==> src/rtl/spidf_pkg.sv <==
// Purpose: Shared constants and types of the SPI data buffer block
// Assumes: APB register word per index, byte address is four times index
// Notes:   Control bits sit in one register, status in another
package spidf_pkg;

    localparam int unsigned APB_AW = 8;

    // Register indices; byte address = 4 * index
    localparam logic [3:0] IDX_CTRL = 4'h0;
    localparam logic [3:0] IDX_STAT = 4'h3;
    localparam logic [3:0] IDX_DH = 4'h4;
    localparam logic [3:0] IDX_DL = 4'h5;
    localparam logic [3:0] IDX_MH = 4'h6;
    localparam logic [3:0] IDX_ML = 4'h7;

    // Control register fields
    localparam int unsigned CTRL_ENABLE = 0;
    localparam int unsigned CTRL_MASTER = 1;
    localparam int unsigned CTRL_WIDE = 2;
    localparam int unsigned CTRL_FIFO = 3;
    localparam int unsigned CTRL_MARK = 4;
    localparam logic [7:0] CTRL_MASK = 8'h1F;
    localparam logic [7:0] CTRL_RESET = 8'h00;

    // Status register fields
    localparam int unsigned ST_RX_EMPTY = 0;
    localparam int unsigned ST_TX_FULL = 1;
    localparam int unsigned ST_TX_NEAR = 2;
    localparam int unsigned ST_MATCH = 3;
    localparam int unsigned ST_TX_EMPTY = 5;
    localparam int unsigned ST_RX_FULL = 7;

    // FIFO sizes in bytes
    localparam int unsigned FIFO_BYTES = 8;
    localparam logic [3:0] NEAR_LEVEL_16 = 4'h2;
    localparam logic [3:0] NEAR_LEVEL_32 = 4'h4;

    // Serial clock half period in core cycles for master mode
    localparam int unsigned SCLK_HALF = 4;

    typedef struct packed {
        logic enable;
        logic master;
        logic wide;
    } spidf_link_cfg_type;

    typedef enum logic [0:0] {
        SH_IDLE = 1'b0,
        SH_RUN = 1'b1
    } spidf_sh_state_type;

endpackage

==> src/rtl/spidf_shifter.sv <==
// Purpose: Serial shift engine, master or slave, MSB first
// Assumes: Clock idles low, data sampled on rising serial edge
// Notes:   All pin inputs pass two flip-flops before use
`timescale 1ns/100ps
module spidf_shifter #(
    parameter int unsigned HALF = spidf_pkg::SCLK_HALF
) (
    input wire logic i_core_clk,
    input wire logic i_rst_b,
    input wire spidf_pkg::spidf_link_cfg_type i_cfg,
    input wire logic i_have,
    input wire logic [15:0] i_word,
    output logic o_take,
    output logic o_done,
    output logic [15:0] o_rx,
    input wire logic i_sclk,
    output logic o_sclk,
    output logic o_sclk_oe,
    input wire logic i_ss_b,
    output logic o_ss_b,
    output logic o_ss_oe,
    input wire logic i_mosi,
    output logic o_mosi,
    output logic o_mosi_oe,
    input wire logic i_miso,
    output logic o_miso,
    output logic o_miso_oe
);
    if (HALF < 1 || HALF > 256) begin : g_bad_half
        $error("HALF must lie in 1..256");
    end

    localparam logic [7:0] HALF_M1 = 8'(HALF - 1);

    typedef struct packed {
        spidf_pkg::spidf_sh_state_type st;
        logic [7:0] div;
        logic sclk;
        logic [4:0] bits;
        logic [15:0] tsh;
        logic [15:0] rsh;
        logic [2:0] sclk_s;
        logic [2:0] ss_s;
        logic [1:0] mosi_s;
        logic [1:0] miso_s;
        logic take;
        logic done;
        logic [15:0] rx;
    } spidf_sh_type;

    spidf_sh_type s;
    spidf_sh_type next_s;
    logic rise;
    logic fall;
    logic ss_act;
    logic ss_fall;
    logic [4:0] nbits;
    logic [15:0] load;

    always_comb begin
        rise = s.sclk_s[1] & ~s.sclk_s[2];
        fall = ~s.sclk_s[1] & s.sclk_s[2];
        ss_act = ~s.ss_s[1];
        ss_fall = ~s.ss_s[1] & s.ss_s[2];
        nbits = i_cfg.wide ? 5'h10 : 5'h08;
        // Left-align narrow words so the MSB always leaves from bit 15
        load = i_cfg.wide ? i_word : {i_word[7:0], 8'h00};
        next_s = s;
        next_s.take = 1'b0;
        next_s.done = 1'b0;
        next_s.sclk_s = {s.sclk_s[1:0], i_sclk};
        next_s.ss_s = {s.ss_s[1:0], i_ss_b};
        next_s.mosi_s = {s.mosi_s[0], i_mosi};
        next_s.miso_s = {s.miso_s[0], i_miso};
        if (!i_cfg.enable) begin
            next_s.st = spidf_pkg::SH_IDLE;
            next_s.sclk = 1'b0;
        end else begin
            case (s.st)
                spidf_pkg::SH_IDLE: begin
                    next_s.div = 8'h00;
                    next_s.bits = 5'h00;
                    next_s.sclk = 1'b0;
                    if (i_cfg.master && i_have) begin
                        next_s.tsh = load;
                        next_s.take = 1'b1;
                        next_s.st = spidf_pkg::SH_RUN;
                    end else if (!i_cfg.master && ss_fall) begin
                        // Slave with nothing queued sends zeros
                        next_s.tsh = i_have ? load : 16'h0000;
                        next_s.take = i_have;
                        next_s.st = spidf_pkg::SH_RUN;
                    end
                end
                spidf_pkg::SH_RUN: begin
                    if (i_cfg.master) begin
                        if (s.div == HALF_M1) begin
                            next_s.div = 8'h00;
                            next_s.sclk = ~s.sclk;
                            if (!s.sclk) begin
                                next_s.rsh = {s.rsh[14:0], s.miso_s[1]};
                                next_s.bits = s.bits + 5'h01;
                            end else if (s.bits == nbits) begin
                                next_s.done = 1'b1;
                                next_s.st = spidf_pkg::SH_IDLE;
                            end else begin
                                next_s.tsh = {s.tsh[14:0], 1'b0};
                            end
                        end else begin
                            next_s.div = s.div + 8'h01;
                        end
                    end else if (!ss_act) begin
                        next_s.st = spidf_pkg::SH_IDLE;
                    end else if (rise) begin
                        next_s.rsh = {s.rsh[14:0], s.mosi_s[1]};
                        next_s.bits = s.bits + 5'h01;
                    end else if (fall) begin
                        next_s.tsh = {s.tsh[14:0], 1'b0};
                        if (s.bits == nbits) begin
                            next_s.done = 1'b1;
                            next_s.st = spidf_pkg::SH_IDLE;
                        end
                    end
                end
                default: next_s.st = spidf_pkg::SH_IDLE;
            endcase
        end
        if (next_s.done) begin
            next_s.rx = i_cfg.wide ? next_s.rsh : {8'h00, next_s.rsh[7:0]};
        end
    end

    always_ff @(posedge i_core_clk or negedge i_rst_b) begin
        if (!i_rst_b) begin
            // Edge history starts at the idle level so no false edge follows
            s <= '{st: spidf_pkg::SH_IDLE, sclk_s: 3'h0, ss_s: 3'h7,
                   default: '0};
        end else begin
            s <= next_s;
        end
    end

    assign o_take = s.take;
    assign o_done = s.done;
    assign o_rx = s.rx;
    assign o_sclk = s.sclk;
    assign o_sclk_oe = i_cfg.master & i_cfg.enable;
    assign o_ss_b = ~(i_cfg.master & (s.st == spidf_pkg::SH_RUN));
    assign o_ss_oe = i_cfg.master & i_cfg.enable;
    assign o_mosi = s.tsh[15];
    assign o_mosi_oe = i_cfg.master & i_cfg.enable;
    assign o_miso = s.tsh[15];
    assign o_miso_oe = ~i_cfg.master & i_cfg.enable & ss_act;

endmodule

==> src/rtl/spidf_core.sv <==
// Purpose: SPI data buffers, FIFOs, status flags and match, on APB
// Assumes: APB3 slave, every access completes with one wait-free access
// Notes:   Occupancy counted in bytes; a 16-bit word takes two slots
`timescale 1ns/100ps
module spidf_core #(
    parameter int unsigned HALF = spidf_pkg::SCLK_HALF
) (
    input wire logic i_core_clk,
    input wire logic i_rst_b,
    input wire logic i_psel,
    input wire logic i_penable,
    input wire logic i_pwrite,
    input wire logic [spidf_pkg::APB_AW-1:0] i_paddr,
    input wire logic [31:0] i_pwdata,
    output logic [31:0] o_prdata,
    output logic o_pready,
    output logic o_pslverr,
    input wire logic i_sclk,
    output logic o_sclk,
    output logic o_sclk_oe,
    input wire logic i_ss_b,
    output logic o_ss_b,
    output logic o_ss_oe,
    input wire logic i_mosi,
    output logic o_mosi,
    output logic o_mosi_oe,
    input wire logic i_miso,
    output logic o_miso,
    output logic o_miso_oe
);
    typedef struct packed {
        logic [7:0] ctrl;
        logic [2:0] cfg_prev;
        logic [7:0] match_value_high;
        logic [7:0] match_value_low;
        logic [7:0][7:0] tx_mem;
        logic [2:0] tx_rd;
        logic [3:0] tx_cnt;
        logic [7:0][7:0] rx_mem;
        logic [2:0] rx_rd;
        logic [3:0] rx_cnt;
        logic wr_arm;
        logic [7:0] stage_hi;
        logic [7:0] stage_lo;
        logic stage_hi_ok;
        logic stage_lo_ok;
        logic [15:0] hold;
        logic hold_valid;
        logic hold_hi_rd;
        logic hold_lo_rd;
        logic match_hit_flag;
        logic [31:0] prdata;
    } spidf_core_type;

    // Word at the head of a byte FIFO, high byte stored first
    function automatic logic [15:0] head_word(
        input logic [7:0][7:0] mem,
        input logic [2:0] rd,
        input logic wide
    );
        logic [2:0] nx;
        nx = rd + 3'h1;
        head_word = wide ? {mem[rd], mem[nx]} : {8'h00, mem[rd]};
    endfunction

    // Store a word at the tail, two bytes when wide
    function automatic logic [7:0][7:0] put_word(
        input logic [7:0][7:0] mem,
        input logic [2:0] wp,
        input logic [15:0] word,
        input logic wide
    );
        logic [2:0] nx;
        nx = wp + 3'h1;
        put_word = mem;
        if (wide) begin
            put_word[wp] = word[15:8];
            put_word[nx] = word[7:0];
        end else begin
            put_word[wp] = word[7:0];
        end
    endfunction

    spidf_core_type s;
    spidf_core_type next_s;
    spidf_pkg::spidf_link_cfg_type cfg;
    logic sh_take;
    logic sh_done;
    logic [15:0] sh_rx;
    logic tx_have;
    logic [15:0] tx_head;

    logic setup;
    logic acc_wr;
    logic acc_rd;
    logic [3:0] idx;
    logic mapped;
    logic fifo_on;
    logic wide;
    logic [3:0] eb;
    logic [3:0] cap;
    logic [3:0] near_lvl;
    logic [7:0] status;
    logic [7:0] rd_val;
    logic tx_buffer_empty_flag;
    logic rx_buffer_full_flag;
    logic tx_fifo_full_flag;
    logic tx_nearly_empty_flag;
    logic rx_fifo_empty_flag;
    logic [15:0] cmp;
    logic [15:0] rx_head;
    logic [15:0] word;

    always_comb begin
        setup = i_psel & ~i_penable;
        acc_wr = i_psel & i_penable & i_pwrite;
        acc_rd = i_psel & i_penable & ~i_pwrite;
        idx = i_paddr[5:2];
        mapped = (i_paddr[1:0] == 2'h0) && (i_paddr[7:6] == 2'h0) &&
                 (idx == spidf_pkg::IDX_CTRL || idx == spidf_pkg::IDX_STAT ||
                  idx == spidf_pkg::IDX_DH || idx == spidf_pkg::IDX_DL ||
                  idx == spidf_pkg::IDX_MH || idx == spidf_pkg::IDX_ML);
        fifo_on = s.ctrl[spidf_pkg::CTRL_FIFO];
        wide = s.ctrl[spidf_pkg::CTRL_WIDE];
        eb = wide ? 4'h2 : 4'h1;
        // Without FIFO mode the buffer holds exactly one entry
        cap = fifo_on ? 4'(spidf_pkg::FIFO_BYTES) : eb;
        near_lvl = s.ctrl[spidf_pkg::CTRL_MARK] ? spidf_pkg::NEAR_LEVEL_32
                                                : spidf_pkg::NEAR_LEVEL_16;
        // Nearly-empty and RX-empty flags are gated by FIFO mode; zero at power-on and after
        // a FIFO reset with FIFO mode off, one with it on
        tx_nearly_empty_flag = fifo_on && (s.tx_cnt <= near_lvl);
        tx_fifo_full_flag = (s.tx_cnt == 4'(spidf_pkg::FIFO_BYTES));
        rx_fifo_empty_flag = fifo_on && (s.rx_cnt == 4'h0);
        tx_buffer_empty_flag = (s.tx_cnt == 4'h0);
        rx_buffer_full_flag = fifo_on ? (s.rx_cnt == cap)
                                      : (s.rx_cnt != 4'h0);
        // No overrun bit exists in the status byte
        status = 8'h00;
        status[spidf_pkg::ST_RX_EMPTY] = rx_fifo_empty_flag;
        status[spidf_pkg::ST_TX_FULL] = tx_fifo_full_flag;
        status[spidf_pkg::ST_TX_NEAR] = tx_nearly_empty_flag;
        status[spidf_pkg::ST_MATCH] = s.match_hit_flag;
        status[spidf_pkg::ST_TX_EMPTY] = tx_buffer_empty_flag;
        status[spidf_pkg::ST_RX_FULL] = rx_buffer_full_flag;
        rx_head = head_word(s.rx_mem, s.rx_rd, wide);
        tx_head = head_word(s.tx_mem, s.tx_rd, wide);
        tx_have = s.tx_cnt >= eb;
        cfg.enable = s.ctrl[spidf_pkg::CTRL_ENABLE];
        cfg.master = s.ctrl[spidf_pkg::CTRL_MASTER];
        cfg.wide = wide;
        cmp = wide ? {s.match_value_high, s.match_value_low}
                   : {8'h00, s.match_value_low};

        case (idx)
            spidf_pkg::IDX_CTRL: rd_val = s.ctrl;
            spidf_pkg::IDX_STAT: rd_val = status;
            spidf_pkg::IDX_DH: rd_val = !wide ? 8'h00
                : (s.hold_valid ? s.hold[15:8] : rx_head[15:8]);
            spidf_pkg::IDX_DL: rd_val = (wide && s.hold_valid) ? s.hold[7:0]
                                                               : rx_head[7:0];
            spidf_pkg::IDX_MH: rd_val = wide ? s.match_value_high
                                             : 8'h00;
            spidf_pkg::IDX_ML: rd_val = s.match_value_low;
            default: rd_val = 8'h00;
        endcase

        next_s = s;
        word = 16'h0000;
        if (setup) begin
            next_s.prdata = mapped ? {24'h000000, rd_val} : 32'h00000000;
        end

        // Shifter took the head entry; it restarts at once in master mode
        if (sh_take && tx_have) begin
            next_s.tx_rd = s.tx_rd + eb[2:0];
            next_s.tx_cnt = s.tx_cnt - eb;
        end

        if (acc_wr && mapped) begin
            case (idx)
                spidf_pkg::IDX_CTRL: begin
                    next_s.ctrl = i_pwdata[7:0] & spidf_pkg::CTRL_MASK;
                end
                spidf_pkg::IDX_MH: begin
                    if (wide) begin
                        next_s.match_value_high = i_pwdata[7:0];
                    end
                end
                spidf_pkg::IDX_ML: begin
                    next_s.match_value_low = i_pwdata[7:0];
                end
                spidf_pkg::IDX_DH: begin
                    if (wide) begin
                        next_s.stage_hi = i_pwdata[7:0];
                        next_s.stage_hi_ok = 1'b1;
                    end
                end
                spidf_pkg::IDX_DL: begin
                    next_s.stage_lo = i_pwdata[7:0];
                    next_s.stage_lo_ok = 1'b1;
                end
                default: begin
                end
            endcase
        end

        // A whole entry is ready once the needed bytes are staged
        if (next_s.stage_lo_ok && (next_s.stage_hi_ok || !wide)) begin
            word = {next_s.stage_hi, next_s.stage_lo};
            if (s.wr_arm && (next_s.tx_cnt + eb <= cap)) begin
                next_s.tx_mem = put_word(s.tx_mem,
                    next_s.tx_rd + next_s.tx_cnt[2:0], word, wide);
                next_s.tx_cnt = next_s.tx_cnt + eb;
            end
            next_s.wr_arm = 1'b0;
            next_s.stage_hi_ok = 1'b0;
            next_s.stage_lo_ok = 1'b0;
            next_s.stage_hi = 8'h00;
            next_s.stage_lo = 8'h00;
        end

        if (acc_rd && mapped && idx == spidf_pkg::IDX_STAT) begin
            // Arm per entry; FIFO mode lets writes go while there is room
            if (fifo_on ? !tx_fifo_full_flag : tx_buffer_empty_flag) begin
                next_s.wr_arm = 1'b1;
            end
            next_s.match_hit_flag = 1'b0;
        end

        if (acc_rd && mapped && s.rx_cnt != 4'h0) begin
            if (!wide && idx == spidf_pkg::IDX_DL) begin
                next_s.rx_rd = s.rx_rd + 3'h1;
                next_s.rx_cnt = s.rx_cnt - 4'h1;
            end else if (wide && (idx == spidf_pkg::IDX_DH ||
                                  idx == spidf_pkg::IDX_DL)) begin
                if (!s.hold_valid) begin
                    next_s.hold = rx_head;
                    next_s.hold_valid = 1'b1;
                end
                if (idx == spidf_pkg::IDX_DH) begin
                    next_s.hold_hi_rd = 1'b1;
                end else begin
                    next_s.hold_lo_rd = 1'b1;
                end
                if (next_s.hold_hi_rd && next_s.hold_lo_rd) begin
                    next_s.rx_rd = s.rx_rd + 3'h2;
                    next_s.rx_cnt = s.rx_cnt - 4'h2;
                    next_s.hold_valid = 1'b0;
                    next_s.hold_hi_rd = 1'b0;
                    next_s.hold_lo_rd = 1'b0;
                end
            end
        end

        if (sh_done) begin
            // Full buffer keeps the old entry; the new one is lost silently
            if (next_s.rx_cnt + eb <= cap) begin
                next_s.rx_mem = put_word(s.rx_mem,
                    next_s.rx_rd + next_s.rx_cnt[2:0], sh_rx, wide);
                next_s.rx_cnt = next_s.rx_cnt + eb;
            end
            // Set wins over a status-read clear in the same cycle
            if (sh_rx == cmp) begin
                next_s.match_hit_flag = 1'b1;
            end
        end

        next_s.cfg_prev = {s.ctrl[spidf_pkg::CTRL_WIDE],
                           s.ctrl[spidf_pkg::CTRL_FIFO],
                           s.ctrl[spidf_pkg::CTRL_ENABLE]};
        if (next_s.cfg_prev != s.cfg_prev) begin
            // Width, FIFO or enable change: both FIFOs and all status state start over
            next_s.tx_rd = 3'h0;
            next_s.tx_cnt = 4'h0;
            next_s.rx_rd = 3'h0;
            next_s.rx_cnt = 4'h0;
            next_s.wr_arm = 1'b0;
            next_s.stage_hi_ok = 1'b0;
            next_s.stage_lo_ok = 1'b0;
            next_s.hold_valid = 1'b0;
            next_s.hold_hi_rd = 1'b0;
            next_s.hold_lo_rd = 1'b0;
            next_s.match_hit_flag = 1'b0;
        end
    end

    always_ff @(posedge i_core_clk or negedge i_rst_b) begin
        if (!i_rst_b) begin
            s <= '{ctrl: spidf_pkg::CTRL_RESET, default: '0};
        end else begin
            s <= next_s;
        end
    end

    spidf_shifter #(
        .HALF(HALF)
    ) u_shifter (
        .i_core_clk(i_core_clk),
        .i_rst_b(i_rst_b),
        .i_cfg(cfg),
        .i_have(tx_have),
        .i_word(tx_head),
        .o_take(sh_take),
        .o_done(sh_done),
        .o_rx(sh_rx),
        .i_sclk(i_sclk),
        .o_sclk(o_sclk),
        .o_sclk_oe(o_sclk_oe),
        .i_ss_b(i_ss_b),
        .o_ss_b(o_ss_b),
        .o_ss_oe(o_ss_oe),
        .i_mosi(i_mosi),
        .o_mosi(o_mosi),
        .o_mosi_oe(o_mosi_oe),
        .i_miso(i_miso),
        .o_miso(o_miso),
        .o_miso_oe(o_miso_oe)
    );

    assign o_prdata = s.prdata;
    assign o_pready = i_psel & i_penable;
    assign o_pslverr = i_psel & i_penable & ~mapped;

endmodule

==> config.mk <==
export PLATFORM = sky130hd
export DESIGN_NAME = spidf_core
export DESIGN_NICKNAME = d
export VERILOG_FILES = /design/src/rtl/spidf_pkg.sv /design/src/rtl/spidf_shifter.sv /design/src/rtl/spidf_core.sv
export SDC_FILE = /design/constraint.sdc
export NUM_CORES = 1
export LEC_CHECK = 0
export BUFFER_PORTS_ARGS = -buffer_cell sky130_fd_sc_hd__buf_2
export CORE_MARGIN = 4
export CORE_UTILIZATION = 30
export CTS_CLUSTER_DIAMETER = 50
export DETAILED_ROUTE_END_ITERATION = 12
export GPL_TIMING_DRIVEN = 0
export HOLD_SLACK_MARGIN = 0.03
export SLEW_MARGIN = 20
export SYNTH_ARGS = -nofsm -noshare
export SYNTH_HDL_FRONTEND = slang
export SYNTH_SLANG_ARGS = --single-unit
==> constraint.sdc <==
create_clock -name i_core_clk -period 5.7 [get_ports i_core_clk]
set_input_delay 0.57 -clock i_core_clk [delete_from_list [all_inputs] [get_ports i_core_clk]]
set_output_delay 0.57 -clock i_core_clk [all_outputs]
set_load 0.03 [all_outputs]
==> impl_metrics.json <==
{
  "critical_path.max_fanout": 10,
  "cp-startpoint": "s[75]",
  "nNetsFinal": 1778,
  "leakage_nw": 8.24,
  "powerDensity_mw_per_mm2": 255,
  "slowest_delay_ns": 0.87,
  "drv_cap": 0,
  "cts_buffer_depth": 3,
  "grt_pass1_vias": 13968,
  "ys_ff_latch": 288,
  "busiest_layer": "met2",
  "cts_max_level": 2,
  "dp_worst_setup_slack_ns": -1.65,
  "core_area_sq_mm": 0.0552,
  "status": "finished, final reports clean",
  "drt-initial-drc-count": 1439,
  "antenna_found_initial": 0,
  "grt_pass1_wl_um": 81900,
  "cts_tree": "built",
  "final_common_cell": "dfrtp_1",
  "dp.cells": 2395,
  "yosysTopAreaCellShare_pct": 42.5,
  "die_w_um": 244,
  "port_buffers": 40,
  "grt_max_degree": 93,
  "initial_core_util_pct": 30.4,
  "wl_per_cell_um": 20.8,
  "fill_cells": 5483,
  "drt_first_pass_iters": 5,
  "hold_class": "input pin to flip-flop",
  "cp_cell_sequence": "clkbuf_2 > clkbuf_2 > clkbuf_1 > clkbuf_1 > and3_1 > a21oi_1 > fa_1 > inv_1 > ha_1 > xor3_4 > nand3_4 > nor2b_1 > buf_2 > a221o_1",
  "grt.overflow.total": 0,
  "clkPwrFrac_pct": 51.1,
  "clock-sinks": 288,
  "tightestPinTransition_ns": 1.21,
  "skew_ns": 0.0347,
  "stdcell_count": 2475,
  "grt_use_met2_pct": 26.4,
  "wirelength_um": 51600,
  "dr_total_vias": 13801,
  "cts_root_buf": "clkbuf_16",
  "cts_made_buffers": 40,
  "sw_frac_of_total_pct": 25.7,
  "required_ns": 6.14,
  "drcViolationCount": 0,
  "crit_family": "buffers and inverters",
  "worstPathArrival_ns": 5.98,
  "final_cell_mix": "dfrtp_1 (283), nor2_1 (127), nand2_1 (123)",
  "syn_avg_cell_area_sq_um": 10.6,
  "clk_pin_slew_worst_paths_ns": 0.06,
  "pin_count": 91,
  "diodes": 0,
  "synth_cells": 1580,
  "synth_edf_count": 0,
  "yosys_warnings": 0,
  "grt_use_total_pct": 17.1,
  "dp_hpwl_um": 37600,
  "yosysSeqAreaShare_pct": 43.0,
  "final.setup.worst_slack_ns": 0.163,
  "p_switching_mw": 1.30,
  "fp.dieH_um": 244,
  "internal-power_mw": 3.77,
  "sequentialPowerShare_pct": 41.2,
  "syn_to_final_growth_pct": 18.7,
  "die_area_sq_mm": 0.0597,
  "cp_slowest_cell": "fa_1",
  "rows": 86,
  "cp-end-kind": "flip-flop",
  "finalHoldViolCount": 0,
  "ant_nets": 0,
  "synth-main-ff-cell": "dfrtp_1",
  "synthArstFlopShare_pct": 100,
  "layout-drive-gt1-share_pct": 22.6,
  "max_slew_margin_pct": 19.3,
  "crit_buf_inv": 6,
  "netlist.top_cell.by_area": "dfrtp_1",
  "slew_violations": 0,
  "pwr-share-comb_pct": 7.7,
  "crit_type": "flip-flop to flip-flop",
  "netlist_area_sq_mm": 0.0168,
  "gp_congestion": 0.915,
  "fin_crit_ns": 5.54,
  "fmax_mhz": 181,
  "worstSetupStartpointType": "flip-flop",
  "fin_crit_sh_pct": 97.1,
  "globalRouteMet1Util_pct": 23.8,
  "synth_top_cells_by_area": "dfrtp_1 (43%), mux4_2 (8.6%), mux2_2 (4.7%)",
  "power.ir.vdd_worst_mv": 0.194,
  "clock_latency_ns": 0.57,
  "met3_usage_pct": 3.88,
  "r2r_start": "s[75]",
  "p_total_mw": 5.07,
  "via_per_inst": 5.58,
  "worstHoldStart": "i_ss_b",
  "synth_cell_types": 78,
  "setup_violations": 0
}
power by group through the flow:
stage	registers (mW)	logic (mW)	clock network [mW]
finish	2.09	0.390	2.59
floorplan	2.11	0.210	0
CTS	2.09	0.384	2.64
detailed placement	2.12	0.346	0
global route	2.09	0.427	2.72
global placement	2.12	0.328	0
synthesized netlist by cell type, drive strengths merged (3+ instances only):
master / n
a221o: 64
xnor2: 25
ha: 26
a31oi: 14
o22ai: 4
nor2: 136
nand3b: 3
and2: 36
or2: 4
a22oi: 58
nor3: 37
or3: 5
nand2: 123
xor2: 23
nor4: 6
mux4: 64
inv: 43
mux2i: 49
a2bb2oi: 8
dfstp: 3
nand4: 6
nand2b: 13
o221ai: 8
o2bb2ai: 40
buf: 65
clkbuf: 65
dfrtp: 285
a21boi: 9
a32oi: 4
nor2b: 6
o21ai: 93
a22o: 9
or4: 4
mux2: 70
a21oi: 65
nand3: 39
and3: 11
fa: 6
a211oi: 13
nor3b: 9
a2111oi: 4
final timing paths:
check                           depth (start not counted)  slack (ns)              endpoint
worst max-delay path                                   14        0.16                 s[90]
worst min register to register                          0        0.34       u_shifter.s[21]
worst min-delay path                                    1        0.13  u_shifter.next_s[23]
min in group asynchronous                               2        0.44                 s[90]
worst max register to register                         14        0.16                 s[90]
max in group asynchronous                               5        3.57  u_shifter.next_s[23]
stage by stage:
| step | hold slack (ns) | util (%) | area, sq um | TNS (ns) |
|---|---|---|---|---|
| floorplan | 0.274 | - | 16900 | 0 |
| global placement | 0.339 | 32.6 | 18000 | -559.99 |
| detailed placement | 0.335 | 32.8 | 18100 | -117.63 |
| CTS | 0.0982 | 35.7 | 19700 | 0 |
| global route | 0.116 | 36.0 | 19900 | -0.0306 |
| finish | 0.131 | 36.0 | 19900 | 0 |
cell type report:
class                   count  area [sq um]  share of cell area, %
multi-input cells        1142          9140                   46.0
flip-flops and latches    288          7210                   36.3
clock buffers              47          1060                   5.31
well taps                 748           936                   4.70
plain buffers             124           661                   3.32
repair buffers             58           410                   2.06
clock inverters            25           310                   1.56
inverters                  43           165                  0.830
sequential cells by signal, indices dropped and copies added (netlist names):
name,count
o_prdata,8
u_shifter.o_miso,1
u_shifter.o_done,1
cfg,3
fifo_on,1
u_shifter.o_take,1
s,201
u_shifter.next_s,6
u_shifter.o_rx,16
u_shifter.o_sclk,1
u_shifter.s,49
kinds of logic after synthesis:
| group | Yosys count | synth area share, % |
|---|---|---|
| other | 1 | 0.0224 |
| adder cells (fa/ha/maj) | 32 | 2.66 |
| AND/OR/NAND/NOR | 446 | 12.8 |
| buffers and inverters | 173 | 4.81 |
| multiplexers | 183 | 16.2 |
| XOR/XNOR | 51 | 2.95 |
| AO/OA/AOI/OAI | 406 | 17.6 |
| flip-flops | 288 | 43.0 |
layer usage:
layer / vias up / share of wire (%)
met1: 6972 / 44
met3: 104 / 8.2
met2: 620 / 45
li1: 6105 / -
met5: - / 0
met4: 0 / 3.4
what timing repair did:
item	4_1_cts	5_1_grt
buffers inserted	5	8
resized for setup	44	29
pin swaps	5	6
hold endpoints to repair	24	0
hold buffers	1	0
endpoints found under the setup margin	132	132
Note: power is estimated with default switching activity, not from simulation.
